===== src/rtl/rt_pin1_pkg.sv =====
// Purpose: Constants and types for the real-time pin 1 signal selector.
// Assumes: One clock, the line-locked clock, and a subaddressed register port.
// Notes: Subaddresses are the documented register numbers.
//
// What this block does
// RQ1 - Select field 12h[7:4] picks the pin signal.
// RQ2 - Bit 11h[6] inverts the routed signal.
// RQ3 - Codes 0,1,2: tri-state, low, pixel qualifier.
// RQ4 - Code 3 gives the half-rate qualifier.
// RQ5 - Code 4 gives the horizontal lock flag.
// RQ6 - Bit 13h[3] picks standard or fast lock.
// RQ7 - Software avoids fast lock on unstable sources.
// RQ8 - Code 5 gives vertical and horizontal lock.
// RQ9 - Code 6 adds colour detected to lock.
// RQ10 - Code 8 gives reference over 720 pixels.
// RQ11 - Reference rises at each active line start.
// RQ12 - Reference continues through vertical blanking.
// RQ13 - Code 9 sync, 06h/07h in eight-clock steps.
// RQ14 - Sync fine delay 11h[5:4] in two-clock steps.
// RQ15 - Code 10 gives reference ANDed with gate.
// RQ16 - Code 12 gives vertical sync.
// RQ17 - Code 13 gives window gate, 9-bit lines.
// RQ18 - Code 15 gives field identifier at start.
// RQ19 - Reserved codes are unused, shown as tri-state.
// RQ20 - Select or polarity changes reach pin promptly.
package rt_pin1_pkg;

  // Register subaddresses.
  localparam logic [7:0] SA_HSYNC_BEGIN = 8'h06;
  localparam logic [7:0] SA_HSYNC_STOP = 8'h07;
  localparam logic [7:0] SA_POLARITY = 8'h11;
  localparam logic [7:0] SA_PIN_SELECT = 8'h12;
  localparam logic [7:0] SA_OUTPUT_CTRL = 8'h13;
  localparam logic [7:0] SA_WIN_START = 8'h15;
  localparam logic [7:0] SA_WIN_STOP = 8'h16;
  localparam logic [7:0] SA_WIN_MSB = 8'h17;

  // Field positions.
  localparam int SEL_LSB = 4;
  localparam int INVERT_BIT = 6;
  localparam int FINE_DELAY_LSB = 4;
  localparam int LOCK_CHOICE_BIT = 3;
  localparam int START_MSB_BIT = 0;
  localparam int STOP_MSB_BIT = 1;
  localparam int FIELD_SHIFT_BIT = 2;

  // Reset values of all registers.
  localparam logic [7:0] REG_RESET = 8'h00;

  // Timing counts in line-locked clocks, pixels and lines.
  localparam int LINE_CLOCKS = 1728;
  localparam int HREF_PIXELS = 720;
  localparam int CLOCKS_PER_PIXEL = 2;
  localparam int HREF_START = 288;
  localparam int FIELD_LINES = 312;
  localparam int VSYNC_LINES = 3;
  localparam int COARSE_STEP_SHIFT = 3;
  localparam int FINE_STEP_SHIFT = 1;

  // Select codes for the pin.
  typedef enum logic [3:0] {
    SEL_TRISTATE = 4'b0000,
    SEL_LOW = 4'b0001,
    SEL_PIXEL_Q = 4'b0010,
    SEL_HALF_Q = 4'b0011,
    SEL_HLOCK = 4'b0100,
    SEL_VHLOCK = 4'b0101,
    SEL_LOCK_COLOUR = 4'b0110,
    SEL_HREF = 4'b1000,
    SEL_HSYNC = 4'b1001,
    SEL_GATED_REF = 4'b1010,
    SEL_VSYNC = 4'b1100,
    SEL_VERTICAL_WINDOW_GATE = 4'b1101,
    SEL_FIELD_ID = 4'b1111
  } pin1_sel_t;

endpackage : rt_pin1_pkg


===== src/rtl/rt_timing_if.sv =====
// Purpose: Carries timing settings and timing signals between modules.
// Assumes: Both ends run on the same clock.
// Notes: The selector owns the settings, the generator owns the signals.
`timescale 1ns/1ps
`default_nettype none
interface rt_timing_if;
  logic [7:0] hsync_begin_value;
  logic [7:0] hsync_stop_value;
  logic [1:0] hsync_fine_delay;
  logic [8:0] window_start_line;
  logic [8:0] window_stop_line;
  logic window_field_shift;
  logic pixel_rate_qualifier;
  logic half_rate_qualifier;
  logic horiz_reference;
  logic horiz_sync_pulse;
  logic vertical_sync_pulse;
  logic vertical_window_gate;
  logic field_identifier;

  modport gen (
    input hsync_begin_value, hsync_stop_value, hsync_fine_delay,
    input window_start_line, window_stop_line, window_field_shift,
    output pixel_rate_qualifier, half_rate_qualifier, horiz_reference,
    output horiz_sync_pulse, vertical_sync_pulse, vertical_window_gate,
    output field_identifier
  );

  modport sel (
    output hsync_begin_value, hsync_stop_value, hsync_fine_delay,
    output window_start_line, window_stop_line, window_field_shift,
    input pixel_rate_qualifier, half_rate_qualifier, horiz_reference,
    input horiz_sync_pulse, vertical_sync_pulse, vertical_window_gate,
    input field_identifier
  );
endinterface : rt_timing_if
`default_nettype wire


===== src/rtl/rt_timing_gen.sv =====
// Purpose: Line and field timing for the real-time pin sources.
// Assumes: The clock is the line-locked clock; two clocks make one pixel.
// Notes: Line and field lengths are parameters with plain defaults.
`timescale 1ns/1ps
`default_nettype none
module rt_timing_gen
  import rt_pin1_pkg::*;
#(
  parameter int LINE_LEN = LINE_CLOCKS,
  parameter int FIELD_LEN = FIELD_LINES
) (
  input wire logic clock,
  input wire logic rst_n,
  rt_timing_if.gen tim
);

  logic [10:0] hcnt_r, hcnt_nxt;
  logic [8:0] vline_r, vline_nxt;
  logic [1:0] div_r, div_nxt;
  logic href_r, href_nxt;
  logic hs_r, hs_nxt;
  logic vs_r, vs_nxt;
  logic gate_r, gate_nxt;
  logic fid_r, fid_nxt;
  logic [11:0] hs_begin, hs_end, fine;
  logic [8:0] gate_start, gate_stop;

  localparam logic [10:0] LAST_CLOCK = 11'(LINE_LEN - 1);
  localparam logic [8:0] LAST_LINE = 9'(FIELD_LEN - 1);
  localparam logic [10:0] HREF_ON = 11'(HREF_START);
  localparam logic [10:0] HREF_OFF =
    11'(HREF_START + HREF_PIXELS * CLOCKS_PER_PIXEL);
  localparam logic [8:0] VS_END = 9'(VSYNC_LINES);

  // Sync positions from coarse and fine settings, and the shifted gate.
  always_comb begin
    fine = 12'({tim.hsync_fine_delay, 1'b0}); // RQ14
    hs_begin = 12'({tim.hsync_begin_value, 3'b000}) + fine; // RQ13
    hs_end = 12'({tim.hsync_stop_value, 3'b000}) + fine; // RQ13
    gate_start = tim.window_start_line;
    gate_stop = tim.window_stop_line;
    // The next field value keeps the gate free of a glitch at the toggle.
    if (tim.window_field_shift && fid_nxt) begin
      gate_start = tim.window_start_line + 9'h001; // RQ17
      gate_stop = tim.window_stop_line + 9'h001;
    end
  end

  // Next state of counters and every timing signal.
  always_comb begin
    div_nxt = div_r + 2'h1;
    hcnt_nxt = (hcnt_r == LAST_CLOCK) ? 11'h000 : hcnt_r + 11'h001;
    vline_nxt = vline_r;
    fid_nxt = fid_r;
    if (hcnt_r == LAST_CLOCK) begin
      vline_nxt = (vline_r == LAST_LINE) ? 9'h000 : vline_r + 9'h001;
      if (vline_nxt == tim.window_start_line) begin
        fid_nxt = ~fid_r; // RQ18
      end
    end
    // Reference runs on every line, blanking lines included.
    href_nxt = (hcnt_nxt >= HREF_ON) && (hcnt_nxt < HREF_OFF); // RQ10 RQ11 RQ12
    hs_nxt = ({1'b0, hcnt_nxt} >= hs_begin) && ({1'b0, hcnt_nxt} < hs_end);
    vs_nxt = vline_nxt < VS_END; // RQ16
    gate_nxt = (vline_nxt >= gate_start) && (vline_nxt < gate_stop); // RQ17
  end

  // Timing registers.
  always_ff @(posedge clock or negedge rst_n) begin
    if (!rst_n) begin
      hcnt_r <= 11'h000;
      vline_r <= 9'h000;
      div_r <= 2'h0;
      href_r <= 1'b0;
      hs_r <= 1'b0;
      vs_r <= 1'b1;
      gate_r <= 1'b0;
      fid_r <= 1'b0;
    end else begin
      hcnt_r <= hcnt_nxt;
      vline_r <= vline_nxt;
      div_r <= div_nxt;
      href_r <= href_nxt;
      hs_r <= hs_nxt;
      vs_r <= vs_nxt;
      gate_r <= gate_nxt;
      fid_r <= fid_nxt;
    end
  end

  // The qualifiers are the two divider stages.
  assign tim.pixel_rate_qualifier = div_r[0]; // RQ3
  assign tim.half_rate_qualifier = div_r[1]; // RQ4
  assign tim.horiz_reference = href_r;
  assign tim.horiz_sync_pulse = hs_r;
  assign tim.vertical_sync_pulse = vs_r;
  assign tim.vertical_window_gate = gate_r;
  assign tim.field_identifier = fid_r;

endmodule : rt_timing_gen
`default_nettype wire


===== src/rtl/rt_pin1_signal_select.sv =====
// Purpose: Register set and output selector for real-time pin 1.
// Assumes: Register writes and lock inputs are on the clock's domain.
// Notes: The pin is split into a level and an output enable.
`timescale 1ns/1ps
`default_nettype none
module rt_pin1_signal_select
  import rt_pin1_pkg::*;
#(
  parameter int LINE_LEN = LINE_CLOCKS,
  parameter int FIELD_LEN = FIELD_LINES
) (
  input wire logic clock,
  input wire logic rst_n,
  input wire logic reg_wr,
  input wire logic [7:0] reg_addr,
  input wire logic [7:0] reg_wdata,
  output logic [7:0] reg_rdata,
  input wire logic hlock_standard,
  input wire logic hlock_fast,
  input wire logic vlock,
  input wire logic colour_detected,
  output logic rt_pin1_output,
  output logic rt_pin1_oe
);

  logic [7:0] hsb_r, hsb_nxt;
  logic [7:0] hss_r, hss_nxt;
  logic [7:0] pol_r, pol_nxt;
  logic [7:0] rt_pin_signal_select_r, rt_pin_signal_select_nxt;
  logic [7:0] outctl_r, outctl_nxt;
  logic [7:0] window_start_line_r, window_start_line_nxt;
  logic [7:0] window_stop_line_r, window_stop_line_nxt;
  logic [7:0] vmsb_r, vmsb_nxt;
  logic [7:0] rdata_r, rdata_nxt;
  logic pin_r, pin_nxt;
  logic oe_r, oe_nxt;
  logic horiz_lock_flag;
  logic vert_horiz_lock_flag;
  logic lock_and_colour_flag;
  logic gated_line_reference;
  logic rt_pin1_invert;
  logic lock_indicator_choice;
  logic chosen;
  pin1_sel_t sel;

  rt_timing_if tim ();

  rt_timing_gen #(
    .LINE_LEN(LINE_LEN),
    .FIELD_LEN(FIELD_LEN)
  ) u_timing (
    .clock(clock),
    .rst_n(rst_n),
    .tim(tim)
  );

  // Returns the value of a register selected by its subaddress.
  function automatic logic [7:0] read_mux(input logic [7:0] addr);
    logic [7:0] val;
    val = 8'h00;
    unique case (addr)
      SA_HSYNC_BEGIN: val = hsb_r;
      SA_HSYNC_STOP: val = hss_r;
      SA_POLARITY: val = pol_r;
      SA_PIN_SELECT: val = rt_pin_signal_select_r;
      SA_OUTPUT_CTRL: val = outctl_r;
      SA_WIN_START: val = window_start_line_r;
      SA_WIN_STOP: val = window_stop_line_r;
      SA_WIN_MSB: val = vmsb_r;
      default: val = 8'h00;
    endcase
    return val;
  endfunction : read_mux

  // Register writes by subaddress; read data follows the address.
  always_comb begin
    hsb_nxt = hsb_r;
    hss_nxt = hss_r;
    pol_nxt = pol_r;
    rt_pin_signal_select_nxt = rt_pin_signal_select_r;
    outctl_nxt = outctl_r;
    window_start_line_nxt = window_start_line_r;
    window_stop_line_nxt = window_stop_line_r;
    vmsb_nxt = vmsb_r;
    if (reg_wr) begin
      unique case (reg_addr)
        SA_HSYNC_BEGIN: hsb_nxt = reg_wdata;
        SA_HSYNC_STOP: hss_nxt = reg_wdata;
        SA_POLARITY: pol_nxt = reg_wdata;
        SA_PIN_SELECT: rt_pin_signal_select_nxt = reg_wdata;
        SA_OUTPUT_CTRL: outctl_nxt = reg_wdata;
        SA_WIN_START: window_start_line_nxt = reg_wdata;
        SA_WIN_STOP: window_stop_line_nxt = reg_wdata;
        SA_WIN_MSB: vmsb_nxt = reg_wdata;
        default: ;
      endcase
    end
    rdata_nxt = read_mux(reg_addr);
  end

  // Register file.
  always_ff @(posedge clock or negedge rst_n) begin
    if (!rst_n) begin
      hsb_r <= REG_RESET;
      hss_r <= REG_RESET;
      pol_r <= REG_RESET;
      rt_pin_signal_select_r <= REG_RESET;
      outctl_r <= REG_RESET;
      window_start_line_r <= REG_RESET;
      window_stop_line_r <= REG_RESET;
      vmsb_r <= REG_RESET;
      rdata_r <= REG_RESET;
    end else begin
      hsb_r <= hsb_nxt;
      hss_r <= hss_nxt;
      pol_r <= pol_nxt;
      rt_pin_signal_select_r <= rt_pin_signal_select_nxt;
      outctl_r <= outctl_nxt;
      window_start_line_r <= window_start_line_nxt;
      window_stop_line_r <= window_stop_line_nxt;
      vmsb_r <= vmsb_nxt;
      rdata_r <= rdata_nxt;
    end
  end

  // Settings handed to the timing generator.
  assign tim.hsync_begin_value = hsb_r; // RQ13
  assign tim.hsync_stop_value = hss_r; // RQ13
  assign tim.hsync_fine_delay = pol_r[FINE_DELAY_LSB +: 2]; // RQ14
  assign tim.window_start_line = {vmsb_r[START_MSB_BIT], window_start_line_r}; // RQ17 RQ18
  assign tim.window_stop_line = {vmsb_r[STOP_MSB_BIT], window_stop_line_r}; // RQ17
  assign tim.window_field_shift = vmsb_r[FIELD_SHIFT_BIT]; // RQ17

  // Decoded control bits and the lock and gate combinations.
  assign sel = pin1_sel_t'(rt_pin_signal_select_r[SEL_LSB +: 4]); // RQ1
  assign rt_pin1_invert = pol_r[INVERT_BIT]; // RQ2
  assign lock_indicator_choice = outctl_r[LOCK_CHOICE_BIT];
  // Fast lock is unsafe for unstable time bases; software decides.
  assign horiz_lock_flag = lock_indicator_choice ? hlock_fast
                                                 : hlock_standard; // RQ6 RQ7
  assign vert_horiz_lock_flag = vlock & hlock_standard; // RQ8
  assign lock_and_colour_flag = vert_horiz_lock_flag & colour_detected; // RQ9
  assign gated_line_reference = tim.horiz_reference
                                & tim.vertical_window_gate; // RQ15

  // Output selection; reserved codes leave the pin undriven.
  always_comb begin
    chosen = 1'b0;
    oe_nxt = 1'b1;
    unique case (sel)
      SEL_TRISTATE: oe_nxt = 1'b0; // RQ3
      SEL_LOW: chosen = 1'b0; // RQ3
      SEL_PIXEL_Q: chosen = tim.pixel_rate_qualifier; // RQ3
      SEL_HALF_Q: chosen = tim.half_rate_qualifier; // RQ4
      SEL_HLOCK: chosen = horiz_lock_flag; // RQ5
      SEL_VHLOCK: chosen = vert_horiz_lock_flag; // RQ8
      SEL_LOCK_COLOUR: chosen = lock_and_colour_flag; // RQ9
      SEL_HREF: chosen = tim.horiz_reference; // RQ10
      SEL_HSYNC: chosen = tim.horiz_sync_pulse; // RQ13
      SEL_GATED_REF: chosen = gated_line_reference; // RQ15
      SEL_VSYNC: chosen = tim.vertical_sync_pulse; // RQ16
      SEL_VERTICAL_WINDOW_GATE: chosen = tim.vertical_window_gate; // RQ17
      SEL_FIELD_ID: chosen = tim.field_identifier; // RQ18
      default: oe_nxt = 1'b0; // RQ19
    endcase
    pin_nxt = chosen ^ rt_pin1_invert; // RQ2
  end

  // Pin registers follow the settings every clock, so no trigger is needed.
  always_ff @(posedge clock or negedge rst_n) begin
    if (!rst_n) begin
      pin_r <= 1'b0;
      oe_r <= 1'b0;
    end else begin
      pin_r <= pin_nxt; // RQ20
      oe_r <= oe_nxt; // RQ20
    end
  end

  assign rt_pin1_output = pin_r;
  assign rt_pin1_oe = oe_r;
  assign reg_rdata = rdata_r;

endmodule : rt_pin1_signal_select
`default_nettype wire


===== config.mk =====
export PLATFORM = sky130hd
export DESIGN_NAME = rt_pin1_signal_select
export DESIGN_NICKNAME = d
export VERILOG_FILES = /design/src/rtl/rt_pin1_pkg.sv /design/src/rtl/rt_timing_if.sv /design/src/rtl/rt_timing_gen.sv /design/src/rtl/rt_pin1_signal_select.sv
export SDC_FILE = /design/constraint.sdc
export NUM_CORES = 1
export LEC_CHECK = 0
export BUFFER_PORTS_ARGS = -buffer_cell sky130_fd_sc_hd__clkbuf_2
export CAP_MARGIN = 20
export CORE_UTILIZATION = 45
export DETAILED_ROUTE_END_ITERATION = 16
export MAX_ROUTING_LAYER = met4
export PLACE_DENSITY = 0.59
export SLEW_MARGIN = 20
export SYNTH_ARGS = -nofsm -noshare
export SYNTH_HDL_FRONTEND = slang
export SYNTH_SLANG_ARGS = --single-unit

===== constraint.sdc =====
create_clock -name clock -period 11 [get_ports clock]
set_clock_uncertainty 0.2 [all_clocks]
set_input_delay 1.65 -clock clock [delete_from_list [all_inputs] [get_ports clock]]
set_output_delay 1.65 -clock clock [all_outputs]
set_load 0.05 [all_outputs]

==> results_dict.tcl, run 1 <==
set metrics [dict create \
    finalSetupTns_ns 0 \
    syn_inst 549 \
    yosysMostFrequentCell "dfrtp_1" \
    critPathTopFamily "compound AO/OA/AOI/OAI gates" \
    power.density_mw_per_mm2 119 \
    dieWidth_um 117 \
    grt_start_max_net_pins 69 \
    cts_sinks 101 \
    post_synth.cell_area_avg_um2 10.9 \
    fin_crit_ns 5.00 \
    pwr-share-seq_pct 51.8 \
    yosysSeqAreaShare_pct 42.4 \
    path_cells "ha_1, nor2b_1, nand3_1, and4_1, a221o_1, o21ai_1, o21a_1, o211ai_1, xor2_1, ha_1, a21o_1, a21o_1, a21o_1, a211oi_1, o21ai_0, a211oi_1, o2111ai_1, o211ai_1" \
    overflow 0 \
    clock_path_buffers 2 \
    cpMostUsedCell "a21o_1" \
    synth_top_area_share_pct 41.9 \
    insertion_delay_ns 0.35 \
    hold_viol 0 \
    routedWlPerCell_um 19.6 \
    async_flop_share_pct 100 \
    pwr-share-clk_pct 40.6 \
    routed_wl_um 14700 \
    fin_crit_sh_pct 45.5 \
    dr_total_vias 4420 \
    postCtsSetupRepairBufs 0 \
    intPower_uw 571 \
    hpwl_um 10800 \
    yosys.cell_types.count 58 \
    place_congestion 0.874 \
    critPathSlowestCell "o21a_1" \
    die_y_um 117 \
    rsz0062_at_grt "false" \
    design_area_mm2 0.00655 \
    firstDrtPassIters 6 \
    placeableCoreArea_mm2 0.0128 \
    yosysTopAreaCell "dfrtp_1" \
    worst-slew-pin-transition_ns 0.862 \
    p_sw_uw 206 \
    crit_path_max_fanout 17 \
    worst-path-buf-inv 0 \
    pin_count 33 \
    htreeDepth 3 \
    numCtsBuffers 9 \
    finalSetupViolCount 0 \
    cts_tree "built" \
    swShare_pct 26.5 \
    drive_gt1_share_pct 22.6 \
    viasPerCell 5.89 \
    rows 41 \
    worstSetupStartpointType "flop" \
    power.leakage_nw 3.11 \
    synth.area.top_cells "dfrtp_1, mux2_2, ha_1" \
    antenna_found_initial 0 \
    ir_drop_v 0.000142 \
    n_antenna_cell 0 \
    max_clock_freq_ghz 0.200 \
    die-area_mm2 0.0137 \
    cts_resized 0 \
    fin_hold_ws_ns 0.259 \
    drt_iter0_drc 378 \
    cts_root_buf "clkbuf_16" \
    synth-main-ff-cell "dfrtp_1" \
    ys_top_cells_by_count "dfrtp_1, mux2_2, ha_1" \
    power.share.combinational_pct 7.6 \
    arrival_ns 5.06 \
    report.final.slew_viol_count 0 \
    grt_usage_pct 24.0 \
    grt_pass1_vias 4319 \
    path_clk_slew_ns 0.07 \
    maxCapViolations 0 \
    postCtsHoldBufs 0 \
    outcome "finished, final reports clean" \
    ant_nets 0 \
    endpoint_kind "flop" \
    dpl_cell_area_mm2 0.00625 \
    ys_warn_count 0 \
    crit_required_ns 11.06 \
    start_util_pct 46.7 \
    slowest_delay_ns 0.65 \
    synth_area_mm2 0.00597 \
    max_slew_margin_pct 42.5 \
    min_path_type "flop to flop" \
    synth_seq_cells 101 \
    num-nets-final 636 \
    drc 0 \
    synth_edf_count 0 \
    syn_nets 611 \
    port_buffers 32 \
    grt_pass1_wl_um 23500 \
    syn_to_final_growth_pct 9.64 \
    path_class "flop to flop" \
]
-- stage by stage --
step           setup WS (ns)  total power [mW]  instances  utilization [%]
5_1_grt                 5.47             0.806        751             51.2
2_1_floorplan           6.90             0.440        549                -
4_1_cts                 5.98             0.787        751             51.2
3_5_place_dp            6.02             0.469        735             48.9
3_3_place_gp            6.16             0.468        735             48.9
6_report                6.00             0.776        751             51.2
-- kinds of logic after synthesis --
logic type / share of synthesized area, %
compound gates: 14.4
xor+xnor: 5.95
fa+ha+maj: 8.17
buf+inv: 3.31
flops: 42.4
mux: 12.9
simple gates: 12.9
-- power by group through the flow --
stage          combinational, mW  clock, mW  sequential [mW]
2_1_floorplan             0.0373          0            0.403
4_1_cts                   0.0604      0.324            0.402
3_5_place_dp              0.0601          0            0.409
5_1_grt                   0.0667      0.335            0.405
6_report                  0.0594      0.315            0.402
3_3_place_gp              0.0593          0            0.409
-- cell usage in the layout, fill, tap and decap left out, types with 3 or more instances in the layout --
cell       netlist  final
a22oi_1          6      6
nand3_1         25     25
a21oi_1         14     14
clkbuf_16        0      9
nor2b_1          7      7
a31oi_1          4      4
o31ai_1          4      4
nor4_1           3      3
clkbuf_2         0     31
dfrtp_1        100    100
and3_1          13     13
o211ai_1         5      5
nand4_1          4      4
o21a_1           5      5
nand2b_1         4      4
nand2_1         35     35
o2111ai_1        9      9
ha_1            39     39
inv_1           23     23
o211ai_2         8      8
buf_4            2      3
mux2i_1          5      5
or3_1            3      3
xor2_1          21     21
a21o_1           8      8
nor2_1          29     29
o21ai_0         20     20
a222oi_1        16     16
and2_1           3      3
xnor2_1         17     17
mux2_2          64     64
-- state kept, by name, indices dropped and copies added, names as in the netlist, 2 cells and up --
| register | count |
|---|---|
| u_timing.hcnt_r | 11 |
| u_timing.vline_r | 9 |
| hsb_r | 8 |
| hss_r | 8 |
| outctl_r | 8 |
| pol_r | 8 |
| reg_rdata | 8 |
| rt_pin_signal_select_r | 8 |
| vmsb_r | 8 |
| window_start_line_r | 8 |
| window_stop_line_r | 8 |
| u_timing.div_r | 2 |
-- layer usage --
layer / vias to the layer above / GRT usage (%) / wire length (µm)
met3: 15 / 4.79 / 597
met1: 2212 / 33.2 / 7040
met4: 0 / 5.65 / 204
met2: 100 / 36.4 / 6870
li1: 2093 / - / -
met5: - / - / 0
-- final cells by class --
cell class | count | area, µm²
Inverter | 23 | 86.3
Timing Repair Buffer | 34 | 178
Multi-Input combinational cell | 405 | 3240
Tap cell | 172 | 215
Sequential cell | 101 | 2530
Clock buffer | 9 | 225
Clock inverter | 7 | 68.8
Fill cell | 1153 | 6230
-- worst register-to-register path, cell delays in order (launching register included) --
cell	delay, ns
dfrtp_1	0.46
ha_1	0.35
nor2b_1	0.25
nand3_1	0.18
and4_1	0.23
a221o_1	0.26
o21ai_1	0.14
o21a_1	0.65
o211ai_1	0.21
xor2_1	0.18
ha_1	0.30
a21o_1	0.16
a21o_1	0.17
a21o_1	0.17
a211oi_1	0.21
o21ai_0	0.12
a211oi_1	0.34
o2111ai_1	0.17
o211ai_1	0.15
-- path summary, 6_finish.rpt --
path | startpoint | end | slack [ns] | cells past startpoint
hold reg to reg | u_timing.div_r[0] | u_timing.div_r[0] | 0.26 | 1
setup / recovery | u_timing.vline_r[0] | u_timing.tim.vertical_window_gate | 6.00 | 18
hold / removal | u_timing.div_r[0] | u_timing.div_r[0] | 0.26 | 1
setup reg to reg | u_timing.vline_r[0] | u_timing.tim.vertical_window_gate | 6.00 | 18
max in group asynchronous | rst_n | rt_pin_signal_select_r[7] | 8.33 | 2
min in group asynchronous | rst_n | u_timing.vline_r[7] | 1.04 | 1
Note: power is estimated with default switching activity, not from simulation.
==> run 2, diff against run 1 <==
- ABC_AREA: not set -> 1
- PLACE_DENSITY: 0.59 -> 0.61
- clock period: 11 -> 4.6 ns (I/O delays scaled with it)
==> results_dict.tcl, run 2 <==
set metrics [dict create \
    grt_usage_pct 26.7 \
    firstDrtPassIters 8 \
    wl_met1_um 7410 \
    dieWidth_um 117 \
    synth_edf_count 0 \
    synth-main-ff-cell "dfrtp_1" \
    post_synth.cell_area_avg_um2 8.11 \
    numCtsBuffers 9 \
    power.density_mw_per_mm2 287 \
    min_path_type "flop to flop" \
    path_cells "ha_1, nand2_4, nor2_8, o21ai_0, o21ai_0, nand2_1, nand2_1, nor2_1, nand3_2, nand2_2, nand3_2, inv_2, nand2_1, xor2_1, ha_1, nand2_1, nor2_1, a211oi_1, o221a_2, o21ai_0, a21oi_2" \
    max_clock_freq_ghz 0.272 \
    yosys.cell_types.count 41 \
    critPathTopFamily "simple AND/OR/NAND/NOR gates" \
    ant_nets 0 \
    max_flop_register "u_timing.hcnt_r" \
    critPathSlowestCell "dfrtp_1" \
    layout_commonest_cell "nand2_1" \
    cts_sinks 101 \
    routed_wl_um 15800 \
    slowest_delay_ns 0.40 \
    dp.cells 923 \
    placeableCoreArea_mm2 0.0127 \
    postLayoutSetupSlackWorst_ns 0.928 \
    grt_pass1_vias 4979 \
    fin_hold_ws_ns 0.262 \
    overflow 0 \
    postCtsHoldBufs 0 \
    pwr-share-clk_pct 40.0 \
    hold_viol 0 \
    clock_path_buffers 2 \
    insertion_delay_ns 0.35 \
    cpMostUsedCell "nand2_1" \
    met2WireLength_um 7260 \
    fin_util_pct 51.5 \
    p_sw_uw 509 \
    maxCapViolations 0 \
    report.final.slew_viol_count 0 \
    die_y_um 117 \
    synth.area.top_cells "dfrtp_1, nand2_1, ha_1" \
    met3_length_um 727 \
    drt_iter0_drc 379 \
    swShare_pct 27.1 \
    intPower_mw 1.37 \
    drive_gt1_share_pct 10.3 \
    max_slew_margin_pct 37.5 \
    drc 0 \
    rows 41 \
    cts_root_buf "clkbuf_16" \
    cts_resized 0 \
    crit_required_ns 4.68 \
    antenna_found_initial 0 \
    power.share.combinational_pct 9.0 \
    yosysTopAreaCell "dfrtp_1" \
    arrival_ns 3.76 \
    die-area_mm2 0.0136 \
    rsz0062_at_grt "false" \
    routedWlPerCell_um 16.9 \
    power.leakage_nw 3.23 \
    final_cell_mix "nand2_1, inv_1, dfrtp_1, o21ai_0, ha_1" \
    n_antenna_cell 0 \
    viasPerCell 5.45 \
    dr_total_vias 5120 \
    worst-path-buf-inv 1 \
    syn_to_final_growth_pct 10.5 \
    port_buffers 32 \
    grt_start_max_net_pins 73 \
    crit_path_max_fanout 13 \
    fin_crit_ns 3.67 \
    synth_top_area_share_pct 42.2 \
    pre_cts_ws_ns 0.916 \
    endpoint_kind "flop" \
    synth_area_mm2 0.00593 \
    grt_pass1_wl_um 26200 \
    pwr-share-seq_pct 51.0 \
    syn_nets 793 \
    fillers 1264 \
    largest_reg_flops 11 \
    async_flop_share_pct 100 \
    postCtsSetupRepairBufs 0 \
    synth_seq_cells 101 \
    path_clk_slew_ns 0.07 \
    reg_top3 "u_timing.hcnt_r x11, u_timing.vline_r x9" \
    stdcell_count 939 \
    place_congestion 0.944 \
    finalSetupViolCount 0 \
    finalSetupTns_ns 0 \
    yosysMostFrequentCell "nand2_1" \
    syn_inst 731 \
    regArea_mm2 0.00253 \
    ir_drop_v 0.000241 \
    htreeDepth 3 \
    worst-slew-pin-transition_ns 0.938 \
    num-nets-final 824 \
    yosysSeqAreaShare_pct 42.6 \
    hpwl_um 11900 \
    highest_layer "met4" \
    ys_top_cells_by_count "nand2_1, inv_1, dfrtp_1" \
    cts_tree "built" \
    fin_crit_sh_pct 79.8 \
    start_util_pct 46.6 \
    multiInputGateArea_mm2 0.00295 \
    worstSetupStartpointType "flop" \
    path_class "flop to flop" \
    ys_warn_count 0 \
    outcome "finished, final reports clean" \
    pin_count 33 \
]
==> run 2: cell type report <==
type,instances,area share [%]
multi-input cells,513,45.0
clock inverters,6,0.859
flip-flops and latches,101,38.6
inverters,103,5.90
well taps,172,3.28
clock buffers,10,3.65
repair buffers,34,2.71
==> run 2: through the flow <==
| step | power [mW] | cell area [µm²] |
|---|---|---|
| 2_1_floorplan | 1.06 | 5930 |
| 3_3_place_gp | 1.14 | 6260 |
| 3_5_place_dp | 1.14 | 6260 |
| 4_1_cts | 1.90 | 6550 |
| 5_1_grt | 1.96 | 6550 |
| 6_report | 1.88 | 6550 |
==> run 2: routing by layer <==
metal / GRT usage, % / vias up
met1: 35.2 / 2437
met2: 42.0 / 129
met5: - / -
met4: 8.86 / 0
li1: - / 2524
met3: 4.38 / 30
==> run 2: final timing paths <==
check,end,cells after the start,startpoint,slack (ns)
max in group asynchronous,pol_r[5],2,rst_n,2.97
max reg2reg,u_timing.tim.vertical_window_gate,21,u_timing.vline_r[0],0.93
min reg2reg,u_timing.div_r[0],1,u_timing.div_r[0],0.26
min,u_timing.div_r[0],1,u_timing.div_r[0],0.26
max,u_timing.tim.vertical_window_gate,21,u_timing.vline_r[0],0.93
min in group asynchronous,u_timing.vline_r[2],1,rst_n,0.28
==> run 2: cell families (layout without fill, tap and decap cells) <==
family | Yosys count | count (layout) | share of synthesized area (%)
AOI/OAI and AO/OA | 155 | 155 | 15.3
and+or+nand+nor | 295 | 295 | 22.5
buffers and inverters | 117 | 153 | 7.60
xor gates and xnor gates | 23 | 23 | 3.52
DFF | 101 | 101 | 42.6
adders and majority gates | 39 | 39 | 8.23
muxes | 1 | 1 | 0.169
==> run 2: power groups by stage <==
stage                     Sequential, mW  Combinational (mW)  Clock (mW)
final                              0.958               0.169       0.752
after global routing               0.961               0.195       0.803
after CTS                          0.956               0.171       0.767
after detailed placement           0.974               0.171           0
after global placement             0.973               0.166           0
after floorplan                    0.968              0.0967           0
